## src/hdl/eewp_pkg.sv

```systemverilog
// eewp_pkg: constants and carrier types for the paged eeprom host controller
package eewp_pkg;
    localparam int CLK_NS          = 10;
    localparam int WP_NS           = 100;
    localparam int WP_CYC          = (WP_NS + CLK_NS - 1) / CLK_NS;
    localparam int WPH_NS          = 50;
    localparam int WPH_CYC         = (WPH_NS + CLK_NS - 1) / CLK_NS;
    localparam int ACC_NS          = 350;
    localparam int ACC_CYC         = (ACC_NS + CLK_NS - 1) / CLK_NS;
    localparam int OEHP_NS         = 150;
    localparam int OEHP_CYC        = (OEHP_NS + CLK_NS - 1) / CLK_NS;
    localparam int SYNC_CYC        = 2;
    localparam int PWRON_MS        = 5;
    localparam int PWRON_CYC       = PWRON_MS * 1000000 / CLK_NS;
    localparam int LOAD_WIN_US     = 150;
    localparam int LOAD_WIN_CYC    = LOAD_WIN_US * 1000 / CLK_NS;
    localparam int LOAD_MARGIN_CYC = 100;
    localparam int WRITE_MAX_MS    = 10;
    localparam int WRITE_MAX_CYC   = WRITE_MAX_MS * 1000000 / CLK_NS;
    localparam int WRITE_FAST_US   = 3000;
    localparam int WRITE_FAST_CYC  = WRITE_FAST_US * 1000 / CLK_NS;
    localparam int CNT_W           = 20;
    localparam logic [14:0] ID_BASE      = 15'h7fc0;
    localparam logic [14:0] CODE_ADDR_A  = 15'h5555;
    localparam logic [14:0] CODE_ADDR_B  = 15'h2aaa;
    localparam logic [7:0]  CODE_DATA_A  = 8'haa;
    localparam logic [7:0]  CODE_DATA_B  = 8'h55;
    localparam logic [7:0]  CODE_DATA_ON = 8'ha0;
    localparam logic [7:0]  CODE_DATA_OFF = 8'h80;
    localparam logic [1:0]  DATA_STEP    = 2'h3;

    typedef enum logic [1:0] {
        EEWP_OP_READ,
        EEWP_OP_WRITE,
        EEWP_OP_PROT_ON,
        EEWP_OP_PROT_OFF
    } eewp_op_t;

    typedef struct packed {
        eewp_op_t    op;
        logic        sdp;
        logic        id_area;
        logic        last;
        logic [14:0] addr;
        logic [7:0]  data;
    } eewp_cmd_t;

    typedef struct packed {
        logic [14:0] addr;
        logic        ce_n;
        logic        oe_n;
        logic        we_n;
        logic        hv_en;
        logic [7:0]  dq_out;
        logic        dq_oe_n;
    } eewp_pins_t;
endpackage : eewp_pkg

```

## src/hdl/eewp_host.sv

```systemverilog
// eewp_host: strobe-level host controller for a paged, write-protected eeprom
// Function
// Device blocks writes while supply sense shows low supply.
// Wait the power-on delay after supply good before any write.
// No write while output enable low, chip enable or write enable high.
// Write-enable or chip-enable low pulses under fifteen ns start nothing.
// Device ships with software protection off.
// Three code writes turn software protection on.
// While protected each write cycle is preceded by the three codes.
// Code writes keep the same byte timing as page loads.
// Protection survives power loss; only the disable sequence clears it.
// High-voltage address nine selects the 64-byte identification area.
// Programming ends within 10 ms, or 3.0 ms on fast parts.
// Next page byte starts within 150 us of previous strobe rising.
// Page address bits held constant on every falling write strobe.
// Protection switches at end of write period even with no data.
// After a code sequence one to 64 data bytes may follow.
// Toggle check with fixed address, no assumed start or end value.
// Load period closes without a new falling edge inside the window.
// Reading the last byte during programming gives inverted top bit.
// Toggle status bit alternates during programming, then stops.
// Chip and output enable low, write enable high, drives stored data.
// Supply good and high-voltage detect are digital control inputs.
module eewp_host
    import eewp_pkg::*;
#(
    parameter int PWRON_CYC_P     = eewp_pkg::PWRON_CYC,
    parameter int LOAD_WIN_CYC_P  = eewp_pkg::LOAD_WIN_CYC,
    parameter int WRITE_MAX_CYC_P = eewp_pkg::WRITE_MAX_CYC
) (
    // clock and reset
    input  wire logic                sys_clk,
    input  wire logic                rstn,
    // user command port
    input  wire logic                cmd_valid,
    output logic                     cmd_ready,
    input  wire eewp_pkg::eewp_cmd_t cmd,
    // user answer port
    output logic                     rsp_valid,
    output logic [7:0]               rsp_data,
    output logic                     rsp_timeout,
    output logic                     busy,
    output logic                     pwr_ok,
    // device side
    input  wire logic                vcc_ok,
    input  wire logic [7:0]          dq_in,
    output eewp_pkg::eewp_pins_t     pins
);
    import eewp_pkg::*;

    typedef enum {ST_IDLE, ST_SET, ST_WLOW, ST_WHIGH, ST_LOAD, ST_RD, ST_POLL, ST_PGAP} eewp_st_t;

    localparam logic [CNT_W-1:0] PWRON_END = CNT_W'(PWRON_CYC_P - 1);
    localparam logic [CNT_W-1:0] WP_END    = CNT_W'(WP_CYC - 1);
    localparam logic [CNT_W-1:0] WPH_END   = CNT_W'(WPH_CYC - 1);
    localparam logic [CNT_W-1:0] RD_END    = CNT_W'(ACC_CYC + SYNC_CYC);
    localparam logic [CNT_W-1:0] GAP_END   = CNT_W'(OEHP_CYC - 1);
    localparam logic [CNT_W-1:0] ACC_LIM   = CNT_W'(LOAD_WIN_CYC_P - LOAD_MARGIN_CYC);
    localparam logic [CNT_W-1:0] LOAD_END  = CNT_W'(LOAD_WIN_CYC_P + LOAD_MARGIN_CYC);
    localparam logic [CNT_W-1:0] WR_END    = CNT_W'(WRITE_MAX_CYC_P);

    eewp_st_t         state_reg;
    eewp_cmd_t        cmd_reg;
    logic [1:0]       step_reg;
    logic [CNT_W-1:0] cnt_reg;
    logic [CNT_W-1:0] wr_cnt_reg;
    logic [CNT_W-1:0] pwr_cnt_reg;
    logic [8:0]       page_reg;
    logic             prev_valid_reg;
    logic             prev_bit_reg;
    logic             vcc_m_reg;
    logic             vcc_s_reg;
    logic [7:0]       dq_m_reg;
    logic [7:0]       dq_s_reg;
    logic             pwr_ok_reg;
    logic             page_ok;
    logic             is_prot;

    function automatic logic [22:0] step_word(input logic [1:0] step, input eewp_cmd_t c);
        logic [14:0] a;
        a = c.id_area ? (ID_BASE | {9'h000, c.addr[5:0]}) : c.addr;
        case (step)
            2'h0:    step_word = {CODE_ADDR_A, CODE_DATA_A};
            2'h1:    step_word = {CODE_ADDR_B, CODE_DATA_B};
            2'h2:    step_word = {CODE_ADDR_A,
                                  (c.op == EEWP_OP_PROT_OFF) ? CODE_DATA_OFF : CODE_DATA_ON};
            default: step_word = {a, c.data};
        endcase
    endfunction : step_word

    // inputs from the pins are synchronised before use
    always_ff @(posedge sys_clk or negedge rstn) begin
        if (!rstn) begin
            vcc_m_reg <= 1'b0;
            vcc_s_reg <= 1'b0;
            dq_m_reg  <= 8'h00;
            dq_s_reg  <= 8'h00;
        end else begin
            vcc_m_reg <= vcc_ok;
            vcc_s_reg <= vcc_m_reg;
            dq_m_reg  <= dq_in;
            dq_s_reg  <= dq_m_reg;
        end
    end

    // supply qualification: a dip restarts the whole delay
    always_ff @(posedge sys_clk or negedge rstn) begin
        if (!rstn) begin
            pwr_cnt_reg <= '0;
            pwr_ok_reg  <= 1'b0;
        end else if (!vcc_s_reg) begin
            pwr_cnt_reg <= '0;
            pwr_ok_reg  <= 1'b0;
        end else if (pwr_cnt_reg == PWRON_END) begin
            pwr_ok_reg  <= 1'b1;
        end else begin
            pwr_cnt_reg <= pwr_cnt_reg + 1'b1;
        end
    end

    assign pwr_ok  = pwr_ok_reg;
    assign busy    = (state_reg != ST_IDLE);
    assign is_prot = (cmd_reg.op == EEWP_OP_PROT_ON) || (cmd_reg.op == EEWP_OP_PROT_OFF);
    // only plain writes to the open page may extend a load
    assign page_ok = (cmd.op == EEWP_OP_WRITE) && !cmd.sdp && (cmd.id_area == cmd_reg.id_area)
                   && (cmd.addr[14:6] == page_reg);
    assign cmd_ready = pwr_ok_reg && ((state_reg == ST_IDLE) ||
                       ((state_reg == ST_LOAD) && !cmd_reg.last && !is_prot && page_ok
                        && (cnt_reg < ACC_LIM)));

    always_ff @(posedge sys_clk or negedge rstn) begin
        if (!rstn) begin
            state_reg      <= ST_IDLE;
            cmd_reg        <= '0;
            step_reg       <= 2'h0;
            cnt_reg        <= '0;
            wr_cnt_reg     <= '0;
            page_reg       <= 9'h000;
            prev_valid_reg <= 1'b0;
            prev_bit_reg   <= 1'b0;
            rsp_valid      <= 1'b0;
            rsp_data       <= 8'h00;
            rsp_timeout    <= 1'b0;
            pins           <= '{addr: 15'h0000, ce_n: 1'b1, oe_n: 1'b1, we_n: 1'b1,
                                hv_en: 1'b0, dq_out: 8'h00, dq_oe_n: 1'b1};
        end else begin
            rsp_valid   <= 1'b0;
            rsp_timeout <= 1'b0;
            cnt_reg     <= cnt_reg + 1'b1;
            case (state_reg)
                ST_IDLE: begin
                    if (cmd_valid && cmd_ready) begin
                        cmd_reg     <= cmd;
                        cnt_reg     <= '0;
                        pins.hv_en  <= cmd.id_area;
                        pins.ce_n   <= 1'b0;
                        if (cmd.op == EEWP_OP_READ) begin
                            {pins.addr, pins.dq_out} <= step_word(DATA_STEP, cmd);
                            pins.oe_n <= 1'b0;
                            state_reg <= ST_RD;
                        end else begin
                            step_reg  <= (cmd.op == EEWP_OP_WRITE && !cmd.sdp) ? DATA_STEP : 2'h0;
                            {pins.addr, pins.dq_out} <= step_word(
                                (cmd.op == EEWP_OP_WRITE && !cmd.sdp) ? DATA_STEP : 2'h0, cmd);
                            pins.dq_oe_n <= 1'b0;
                            pins.oe_n    <= 1'b1;
                            state_reg    <= ST_SET;
                        end
                    end
                end
                ST_SET: begin
                    pins.we_n <= 1'b0;
                    cnt_reg   <= '0;
                    state_reg <= ST_WLOW;
                end
                ST_WLOW: begin
                    if (cnt_reg == WP_END) begin
                        pins.we_n <= 1'b1;
                        cnt_reg   <= '0;
                        state_reg <= ST_WHIGH;
                    end
                end
                ST_WHIGH: begin
                    if (cnt_reg == WPH_END) begin
                        cnt_reg <= '0;
                        if (step_reg < 2'h2 || (step_reg == 2'h2 && !is_prot)) begin
                            step_reg  <= step_reg + 1'b1;
                            {pins.addr, pins.dq_out} <= step_word(step_reg + 1'b1, cmd_reg);
                            state_reg <= ST_SET;
                        end else begin
                            page_reg     <= pins.addr[14:6];
                            pins.dq_oe_n <= 1'b1;
                            state_reg    <= ST_LOAD;
                        end
                    end
                end
                ST_LOAD: begin
                    if (cmd_valid && cmd_ready) begin
                        cmd_reg      <= cmd;
                        step_reg     <= DATA_STEP;
                        {pins.addr, pins.dq_out} <= step_word(DATA_STEP, cmd);
                        pins.dq_oe_n <= 1'b0;
                        cnt_reg      <= '0;
                        state_reg    <= ST_SET;
                    end else if (cnt_reg == LOAD_END) begin
                        // the device has closed the load by now, so toggling is meaningful
                        cnt_reg        <= '0;
                        wr_cnt_reg     <= '0;
                        prev_valid_reg <= 1'b0;
                        pins.oe_n      <= 1'b0;
                        state_reg      <= ST_POLL;
                    end
                end
                ST_RD: begin
                    if (cnt_reg == RD_END) begin
                        rsp_valid   <= 1'b1;
                        rsp_data    <= dq_s_reg;
                        pins.ce_n   <= 1'b1;
                        pins.oe_n   <= 1'b1;
                        pins.hv_en  <= 1'b0;
                        state_reg   <= ST_IDLE;
                    end
                end
                ST_POLL: begin
                    if (cnt_reg == RD_END) begin
                        cnt_reg   <= '0;
                        pins.oe_n <= 1'b1;
                        if (prev_valid_reg && dq_s_reg[6] == prev_bit_reg) begin
                            rsp_valid  <= 1'b1;
                            rsp_data   <= dq_s_reg;
                            pins.ce_n  <= 1'b1;
                            pins.hv_en <= 1'b0;
                            state_reg  <= ST_IDLE;
                        end else begin
                            prev_valid_reg <= 1'b1;
                            prev_bit_reg   <= dq_s_reg[6];
                            state_reg      <= ST_PGAP;
                        end
                    end
                end
                ST_PGAP: begin
                    if (cnt_reg == GAP_END) begin
                        cnt_reg   <= '0;
                        pins.oe_n <= 1'b0;
                        state_reg <= ST_POLL;
                    end
                end
                default: begin
                    state_reg <= ST_IDLE;
                end
            endcase
            // programming that overruns the longest write time is reported and abandoned
            if (state_reg == ST_POLL || state_reg == ST_PGAP) begin
                wr_cnt_reg <= wr_cnt_reg + 1'b1;
                if (wr_cnt_reg >= WR_END) begin
                    rsp_timeout <= 1'b1;
                    rsp_valid   <= 1'b1;
                    pins.ce_n   <= 1'b1;
                    pins.oe_n   <= 1'b1;
                    pins.hv_en  <= 1'b0;
                    state_reg   <= ST_IDLE;
                end
            end
        end
    end

    property p_oe_high_in_write;
        @(posedge sys_clk) disable iff (!rstn) !pins.we_n |-> (pins.oe_n && !pins.ce_n);
    endproperty
    a_oe_high_in_write: assert property (p_oe_high_in_write) else $error("strobe overlap");

    property p_we_pulse_width;
        @(posedge sys_clk) disable iff (!rstn) $fell(pins.we_n) |-> (!pins.we_n)[*8];
    endproperty
    a_we_pulse_width: assert property (p_we_pulse_width) else $error("write pulse short");

    property p_no_write_unpowered;
        @(posedge sys_clk) disable iff (!rstn) $fell(pins.we_n) |-> $past(pwr_ok_reg, 2);
    endproperty
    a_no_write_unpowered: assert property (p_no_write_unpowered) else $error("write unpowered");

    property p_supply_drop;
        @(posedge sys_clk) disable iff (!rstn) !vcc_s_reg |=> !pwr_ok_reg;
    endproperty
    a_supply_drop: assert property (p_supply_drop) else $error("supply drop missed");

    property p_data_driven;
        @(posedge sys_clk) disable iff (!rstn) !pins.we_n |-> !pins.dq_oe_n;
    endproperty
    a_data_driven: assert property (p_data_driven) else $error("data not driven");

    property p_no_drive_on_read;
        @(posedge sys_clk) disable iff (!rstn) !pins.oe_n |-> pins.dq_oe_n;
    endproperty
    a_no_drive_on_read: assert property (p_no_drive_on_read) else $error("bus contention");

    property p_page_held;
        @(posedge sys_clk) disable iff (!rstn)
            (state_reg == ST_LOAD && cmd_valid && cmd_ready) |=> ##1 $fell(pins.we_n)
            ##0 (pins.addr[14:6] == $past(page_reg, 2));
    endproperty
    a_page_held: assert property (p_page_held) else $error("page changed");

    property p_load_window;
        @(posedge sys_clk) disable iff (!rstn)
            (state_reg == ST_LOAD && cmd_valid && cmd_ready)
            |-> (cnt_reg + WPH_CYC + 3 < LOAD_WIN_CYC_P);
    endproperty
    a_load_window: assert property (p_load_window) else $error("late byte");

    property p_code_first;
        @(posedge sys_clk) disable iff (!rstn)
            (state_reg == ST_IDLE && cmd_valid && cmd_ready && cmd.sdp
             && cmd.op != EEWP_OP_READ) |=> ##1
            (pins.addr == CODE_ADDR_A && pins.dq_out == CODE_DATA_A && !pins.we_n);
    endproperty
    a_code_first: assert property (p_code_first) else $error("code write missing");

    property p_poll_done;
        @(posedge sys_clk) disable iff (!rstn)
            (state_reg == ST_POLL && cnt_reg == RD_END && prev_valid_reg
             && dq_s_reg[6] == prev_bit_reg) |=> (rsp_valid && state_reg == ST_IDLE);
    endproperty
    a_poll_done: assert property (p_poll_done) else $error("toggle end missed");
endmodule : eewp_host

```

## config.mk

```make
export PLATFORM = sky130hd
export DESIGN_NAME = eewp_host
export DESIGN_NICKNAME = d
export VERILOG_FILES = /design/src/hdl/eewp_pkg.sv /design/src/hdl/eewp_host.sv
export SDC_FILE = /design/constraint.sdc
export NUM_CORES = 1
export LEC_CHECK = 0
export CELL_PAD_IN_SITES_DETAIL_PLACEMENT = 1
export CELL_PAD_IN_SITES_GLOBAL_PLACEMENT = 2
export CORE_MARGIN = 4
export CORE_UTILIZATION = 25
export DETAILED_ROUTE_END_ITERATION = 16
export DONT_BUFFER_PORTS = 1
export PLACE_DENSITY_LB_ADDON = 0.1
export SYNTH_ARGS = -nofsm -noshare
export SYNTH_HDL_FRONTEND = slang
export SYNTH_SLANG_ARGS = --single-unit
```

## constraint.sdc

```tcl
create_clock -name sys_clk -period 3 [get_ports sys_clk]
set_input_delay 0 -clock sys_clk [delete_from_list [all_inputs] [get_ports sys_clk]]
set_output_delay 0 -clock sys_clk [all_outputs]
set_load 0.01 [all_outputs]
```

==> results of run 1 <==
what timing repair did:
action,4_1_cts,5_1_grt
hold endpoints to repair,253,189
setup endpoints to repair,0,13
resized for setup,0,1
buffers inserted,0,3
power by group through the flow:
stage | clock network (mW) | logic, mW | registers (mW)
floorplan | 0 | 0.0326 | 2.64
global placement | 0 | 0.0365 | 2.65
detailed placement | 0 | 0.0363 | 2.65
CTS | 2.56 | 0.0858 | 2.60
global route | 2.65 | 0.0975 | 2.61
finish | 2.44 | 0.0859 | 2.60
routing by layer:
metal	share of wire (%)	track usage, %	wire (microns)	up-vias
met3	3.9	3.28	1020	22
met4	1.8	4.31	479	0
met2	45	21.8	11900	83
met1	49	19.9	12900	3359
li1	-	-	-	3228
met5	0	0	0	-
cells by family (layout without fill, tap and decap cells):
| family | count (synthesis) | after routing | synth area share (%) |
|---|---|---|---|
| flip-flops | 189 | 189 | 53.2 |
| multiplexers | 42 | 42 | 5.14 |
| other | 1 | 29 | 0.0421 |
| XOR/XNOR | 46 | 46 | 4.52 |
| buffers and inverters | 58 | 128 | 2.71 |
| AO/OA/AOI/OAI | 156 | 156 | 10.5 |
| adder cells (fa/ha/maj) | 11 | 11 | 1.55 |
| AND/OR/NAND/NOR | 373 | 373 | 22.4 |
final timing paths:
kind / startpoint / end / slack, ps / cells past startpoint
max: cnt_reg[17]$_DFF_PN0_ / cmd_ready / 250 / 7
min: rstn / pins[3]$_DFFE_PN0P_ / -750 / 0
max reg2reg: state_reg[12]$_DFF_PN0_ / pins[19]$_DFFE_PN0P_ / 370 / 8
min reg2reg: dq_m_reg[0]$_DFF_PN0_ / dq_s_reg[0]$_DFF_PN0_ / 350 / 0
max in group asynchronous: rstn / pins[12]$_DFF_PN1_ / 3460 / 0
min in group sys_clk: cmd[25] / step_reg[0]$_DFFE_PN0P_ / 30 / 4
synth_stat cells, drive strengths merged (3+ instances only):
cell / number / area, sq um
nand4: 24 / 165
a21boi: 5 / 37.5
nand3b: 4 / 30.0
xor2: 22 / 193
nand2b: 12 / 75.1
nand3: 39 / 205
clkbuf: 27 / 101
a211oi: 3 / 22.5
dfstp: 4 / 105
nor2b: 10 / 62.6
nor4b: 5 / 43.8
or3: 6 / 37.5
and4: 5 / 43.8
nor4: 24 / 205
dfrtp: 185 / 4630
and2: 22 / 138
xnor2: 24 / 210
nor3b: 7 / 57.6
or2: 5 / 31.3
mux2: 30 / 338
nor3: 25 / 146
inv: 15 / 56.3
o31ai: 9 / 67.6
o21ai: 55 / 275
a31oi: 11 / 68.8
mux2i: 12 / 120
nand2: 135 / 507
a22oi: 5 / 37.5
buf: 15 / 80.1
ha: 11 / 138
nor2: 34 / 130
o21a: 6 / 45.0
and3: 10 / 62.6
a21oi: 45 / 225
stage by stage:
stage | total power [mW] | area [sq um] | hold WS (ps)
after floorplan | 2.68 | 9010 | -296
after global placement | 2.69 | 9710 | -290
after detailed placement | 2.69 | 9710 | -289
after CTS | 5.24 | 10700 | -790
after global routing | 5.36 | 10700 | -786
final | 5.13 | 10700 | -750
layout make-up:
type                            count  area share, %
Clock buffer                       21           4.20
Clock inverter                     11           1.51
Inverter                           16          0.560
Multi-Input combinational cell    657           37.8
Sequential cell                   189           44.1
Tap cell                          455           5.31
Timing Repair Buffer               80           6.46
==> results.sh, run 1 <==
export IMPL_initial_utilization_pct=25.5
export IMPL_p_per_area_nw_per_um2=478
export IMPL_dr_pass1_iters=4
export IMPL_maxCapViolations=0
export IMPL_grt_max_degree=190
export IMPL_worst_pin_slew_ps=917
export IMPL_peakVddDrop_mv=0.398
export IMPL_ios=81
export IMPL_clock_fmax_mhz=364
export IMPL_place_inst=1357
export IMPL_largest_reg_flops=32
export IMPL_synth_flop_cell="dfrtp_1"
export IMPL_ys_seq_area_share_pct=53.2
export IMPL_fp_dieW_microns=197
export IMPL_place_ws_ps=219
export IMPL_rsz0062_at_grt="false"
export IMPL_start_kind="register"
export IMPL_seqPwrFrac_pct=50.7
export IMPL_die_y_microns=197
export IMPL_multi_input_area_sq_um=4060
export IMPL_core_area_sq_um=34900
export IMPL_switching_power_mw=1.14
export IMPL_critPathMaxStageDelay_ps=440
export IMPL_path_clk_slew_ps=80
export IMPL_fin_ws_ps=254
export IMPL_synth_cell_types=65
export IMPL_grt_pass1_vias=7300
export IMPL_antenna_cells=0
export IMPL_fin_nets=1012
export IMPL_grt_overflow=0
export IMPL_most_common_layout_cells="dfrtp_1 (185), nand2_1 (135), o21ai_0 (51)"
export IMPL_maxSlewHeadroom_pct=38.4
export IMPL_period_minus_slack_ps=2750
export IMPL_dp_hpwl_mm=17.7
export IMPL_seqCellArea_sq_um=4730
export IMPL_slew_violations=0
export IMPL_critPathBufInv=2
export IMPL_postLayoutCoreUtil_pct=30.7
export IMPL_finalHoldViolCount=189
export IMPL_layout_cells_non_filler=1429
export IMPL_ctsHoldBuffers=37
export IMPL_critPathCaptureType="output pin"
export IMPL_fin_skew_ps=13.3
export IMPL_clk_latency_ps=450
export IMPL_hp_class="input pin to async pin"
export IMPL_final_common_cell="dfrtp_1"
export IMPL_detail_route_antenna_nets=0
export IMPL_drc_errors=0
export IMPL_setup_viol=0
export IMPL_antenna_found_initial=0
export IMPL_crit_family="simple AND/OR/NAND/NOR gates"
export IMPL_viasPerCell=4.68
export IMPL_syn_cell_area_sq_um=8910
export IMPL_fillers=3915
export IMPL_worst_hold_slack_ps=-750
export IMPL_clkPwrFrac_pct=47.6
export IMPL_synth_edf_count=0
export IMPL_synth_cells=876
export IMPL_grt_first_pass_wirelength_mm=43.1
export IMPL_required_ps=3000
export IMPL_port_buffers=0
export IMPL_arrival_ps=2750
export IMPL_internal_power_mw=3.98
export IMPL_ys_warn_count=0
export IMPL_via_count=6692
export IMPL_pwr_share_comb_pct=1.7
export IMPL_crit_type="register to output pin"
export IMPL_status="complete, but fails checks"
export IMPL_cts_sinks=189
export IMPL_h_tree_depth=4
export IMPL_fin_crit_sh_pct=91.5
export IMPL_wl_mm=26.3
export IMPL_synth_avg_cell_area_sq_um=10.2
export IMPL_cts_tree="yes"
export IMPL_drive_above_1_share_pct=12.1
export IMPL_gp_congestion=0.742
export IMPL_synthToLayoutAreaGrowth_pct=20.4
export IMPL_crit_chain="nor4_4, nand4_1, nor4_4, a21oi_1, buf_4, nor4b_1, buf_4"
export IMPL_rows=68
export IMPL_detailedRoute_firstIterationViolations=326
export IMPL_dieArea_sq_um=38700
export IMPL_p_leak_nw=4.65
export IMPL_swShare_pct=22.3
export IMPL_numCtsBuffers=17
export IMPL_cts_max_path_buffers=2
export IMPL_grt_usage_pct=14.2
export IMPL_wl_per_cell_microns=18.4
export IMPL_critPathMaxFanout=6
export IMPL_synth_seq_cells=189
export IMPL_async_flop_share_pct=100
export IMPL_violations="hold timing"
export IMPL_tns_ps=0
export IMPL_cts_root_buf="clkbuf_16"
export IMPL_crit_slowest_cell="dfrtp_1"
(Power assumes the default switching activity.)
==> run 2: changes to the inputs <==
==> constraint.sdc (replaced) <==
create_clock -name sys_clk -period 3.15 [get_ports sys_clk]
set_input_delay 0 -clock sys_clk [delete_from_list [all_inputs] [get_ports sys_clk]]
set_output_delay 0 -clock sys_clk [all_outputs]
set_load 0.01 [all_outputs]
==> run 2 against run 1 <==
  * The flow still finishes with violations (hold timing)
  * Final area shrank 0.93%
  * Via count up 0.40%
  * Sequential cell count unchanged
  * Non-clock buffer count fell by 11
  * Cell count fell by 0.84%
  * Largest power group unchanged
==> results.sh, run 2 (same netlist as run 1, synthesis figures left out) <==
export IMPL_largest_reg_flops=32
export IMPL_arrival_ps=2800
export IMPL_fin_skew_ps=14.9
export IMPL_critPathMaxFanout=7
export IMPL_worst_pin_slew_ps=932
export IMPL_core_area_sq_um=34900
export IMPL_wl_mm=26.3
export IMPL_fp_dieW_microns=197
export IMPL_clk_latency_ps=450
export IMPL_dp_hpwl_mm=17.5
export IMPL_place_inst=1348
export IMPL_tns_ps=0
export IMPL_switching_power_mw=1.12
export IMPL_dieArea_sq_um=38700
export IMPL_initial_utilization_pct=25.5
export IMPL_final_common_cell="dfrtp_1"
export IMPL_wl_per_cell_microns=18.6
export IMPL_h_tree_depth=4
export IMPL_antenna_found_initial=0
export IMPL_p_leak_nw=4.57
export IMPL_period_minus_slack_ps=2800
export IMPL_swShare_pct=23.1
export IMPL_grt_overflow=0
export IMPL_seqCellArea_sq_um=4730
export IMPL_grt_max_degree=190
export IMPL_numCtsBuffers=17
export IMPL_critPathMaxStageDelay_ps=440
export IMPL_slew_violations=0
export IMPL_cts_max_path_buffers=2
export IMPL_pwr_share_comb_pct=1.7
export IMPL_cts_root_buf="clkbuf_16"
export IMPL_most_common_layout_cells="dfrtp_1 (185), nand2_1 (135), o21ai_0 (51)"
export IMPL_violations="hold timing"
export IMPL_cts_sinks=189
export IMPL_ios=81
export IMPL_clock_fmax_mhz=357
export IMPL_detail_route_antenna_nets=0
export IMPL_multi_input_area_sq_um=4050
export IMPL_layout_cells_non_filler=1417
export IMPL_dr_pass1_iters=4
export IMPL_crit_family="simple AND/OR/NAND/NOR gates"
export IMPL_hp_class="input pin to async pin"
export IMPL_grt_first_pass_wirelength_mm=42.9
export IMPL_reg2reg_setup_slack_ps=430
export IMPL_antenna_cells=0
export IMPL_path_clk_slew_ps=70
export IMPL_port_buffers=0
export IMPL_fillers=3940
export IMPL_start_kind="register"
export IMPL_maxCapViolations=0
export IMPL_drc_errors=0
export IMPL_clkPwrFrac_pct=47.1
export IMPL_die_y_microns=197
export IMPL_finalHoldViolCount=189
export IMPL_cts_tree="yes"
export IMPL_critPathCaptureType="output pin"
export IMPL_via_count=6719
export IMPL_crit_type="register to output pin"
export IMPL_critPathBufInv=1
export IMPL_status="complete, but fails checks"
export IMPL_maxSlewHeadroom_pct=37.4
export IMPL_peakVddDrop_mv=0.385
export IMPL_grt_usage_pct=14.1
export IMPL_reg2reg_to="pins[23]$_DFFE_PN0P_"
export IMPL_internal_power_mw=3.72
export IMPL_fin_crit_sh_pct=89.0
export IMPL_reg2reg_depth=6
export IMPL_r2r_start="cnt_reg[17]$_DFF_PN0_"
export IMPL_p_per_area_nw_per_um2=456
export IMPL_drive_above_1_share_pct=11.1
export IMPL_synthToLayoutAreaGrowth_pct=19.3
export IMPL_gp_congestion=0.738
export IMPL_rows=68
export IMPL_setup_viol=0
export IMPL_seqPwrFrac_pct=51.1
export IMPL_worst_hold_slack_ps=-753
export IMPL_crit_slowest_cell="dfrtp_1"
export IMPL_rsz0062_at_grt="false"
export IMPL_required_ps=3150
export IMPL_viasPerCell=4.74
export IMPL_ctsHoldBuffers=38
export IMPL_crit_chain="nor4_4, nand4_1, nor4_2, a21oi_1, nor4b_1, buf_4"
export IMPL_fin_nets=1001
export IMPL_grt_pass1_vias=7107
export IMPL_detailedRoute_firstIterationViolations=206
## run 2: cell count changes in the layout (fill, tap and decap cells not counted), sizes merged
cell / change
buf: -12
bufinv: -1
clkbuf: -2
clkinv: +1
clkinvlp: -1
dlygate4sd3: +1
inv: +2
## run 2: cell type report
cell class | instances | share of cell area, %
Timing Repair Buffer | 69 | 5.77
Clock buffer | 19 | 4.17
Multi-Input combinational cell | 657 | 38.1
Inverter | 16 | 0.565
Sequential cell | 189 | 44.6
Clock inverter | 12 | 1.48
Tap cell | 455 | 5.36
## run 2: repair_timing
item	4_1_cts	5_1_grt
endpoints found under the setup margin	0	0
buffers inserted	0	0
endpoints found under the hold margin	253	189
gates resized for setup	0	0
## run 2: routing by layer
layer | global-route usage (%) | vias up | part of all wire (%)
met5 | 0 | - | 0
met4 | 3.16 | 0 | 1.1
met3 | 4.02 | 14 | 4.6
met2 | 22.4 | 99 | 46
met1 | 19.2 | 3401 | 48
li1 | - | 3205 | -
## run 2: worst max-delay path by stage
| stage | cells past startpoint | slack [ps] | to | from |
|---|---|---|---|---|
| floorplan | 7 | 930 | pins[14]$_DFFE_PN0P_ | cnt_reg[17]$_DFF_PN0_ |
| global placement | 6 | 430 | pins[27]$_DFFE_PN0P_ | cnt_reg[17]$_DFF_PN0_ |
| detailed placement | 6 | 400 | pins[25]$_DFFE_PN0P_ | cnt_reg[17]$_DFF_PN0_ |
| CTS | 6 | 270 | cmd_ready | cnt_reg[17]$_DFF_PN0_ |
| global route | 6 | 110 | cmd_ready | cnt_reg[17]$_DFF_PN0_ |
| finish | 6 | 350 | cmd_ready | cnt_reg[17]$_DFF_PN0_ |
## run 2: through the flow
stage	hold WS, ps	setup WS [ps]	cell area, sq um	power [mW]	utilization (%)
after floorplan	-296	931	9010	2.55	-
after global placement	-291	433	9640	2.56	27.6
after detailed placement	-291	401	9640	2.56	27.6
after CTS	-790	268	10600	4.95	30.5
after global routing	-792	109	10600	5.05	30.5
final	-753	347	10600	4.84	30.5
## run 2: power groups by stage
stage	Combinational, mW	Clock [mW]	Sequential [mW]
floorplan	0.0310	0	2.52
global placement	0.0361	0	2.52
detailed placement	0.0358	0	2.53
CTS	0.0847	2.39	2.48
global route	0.0934	2.48	2.48
finish	0.0841	2.28	2.48
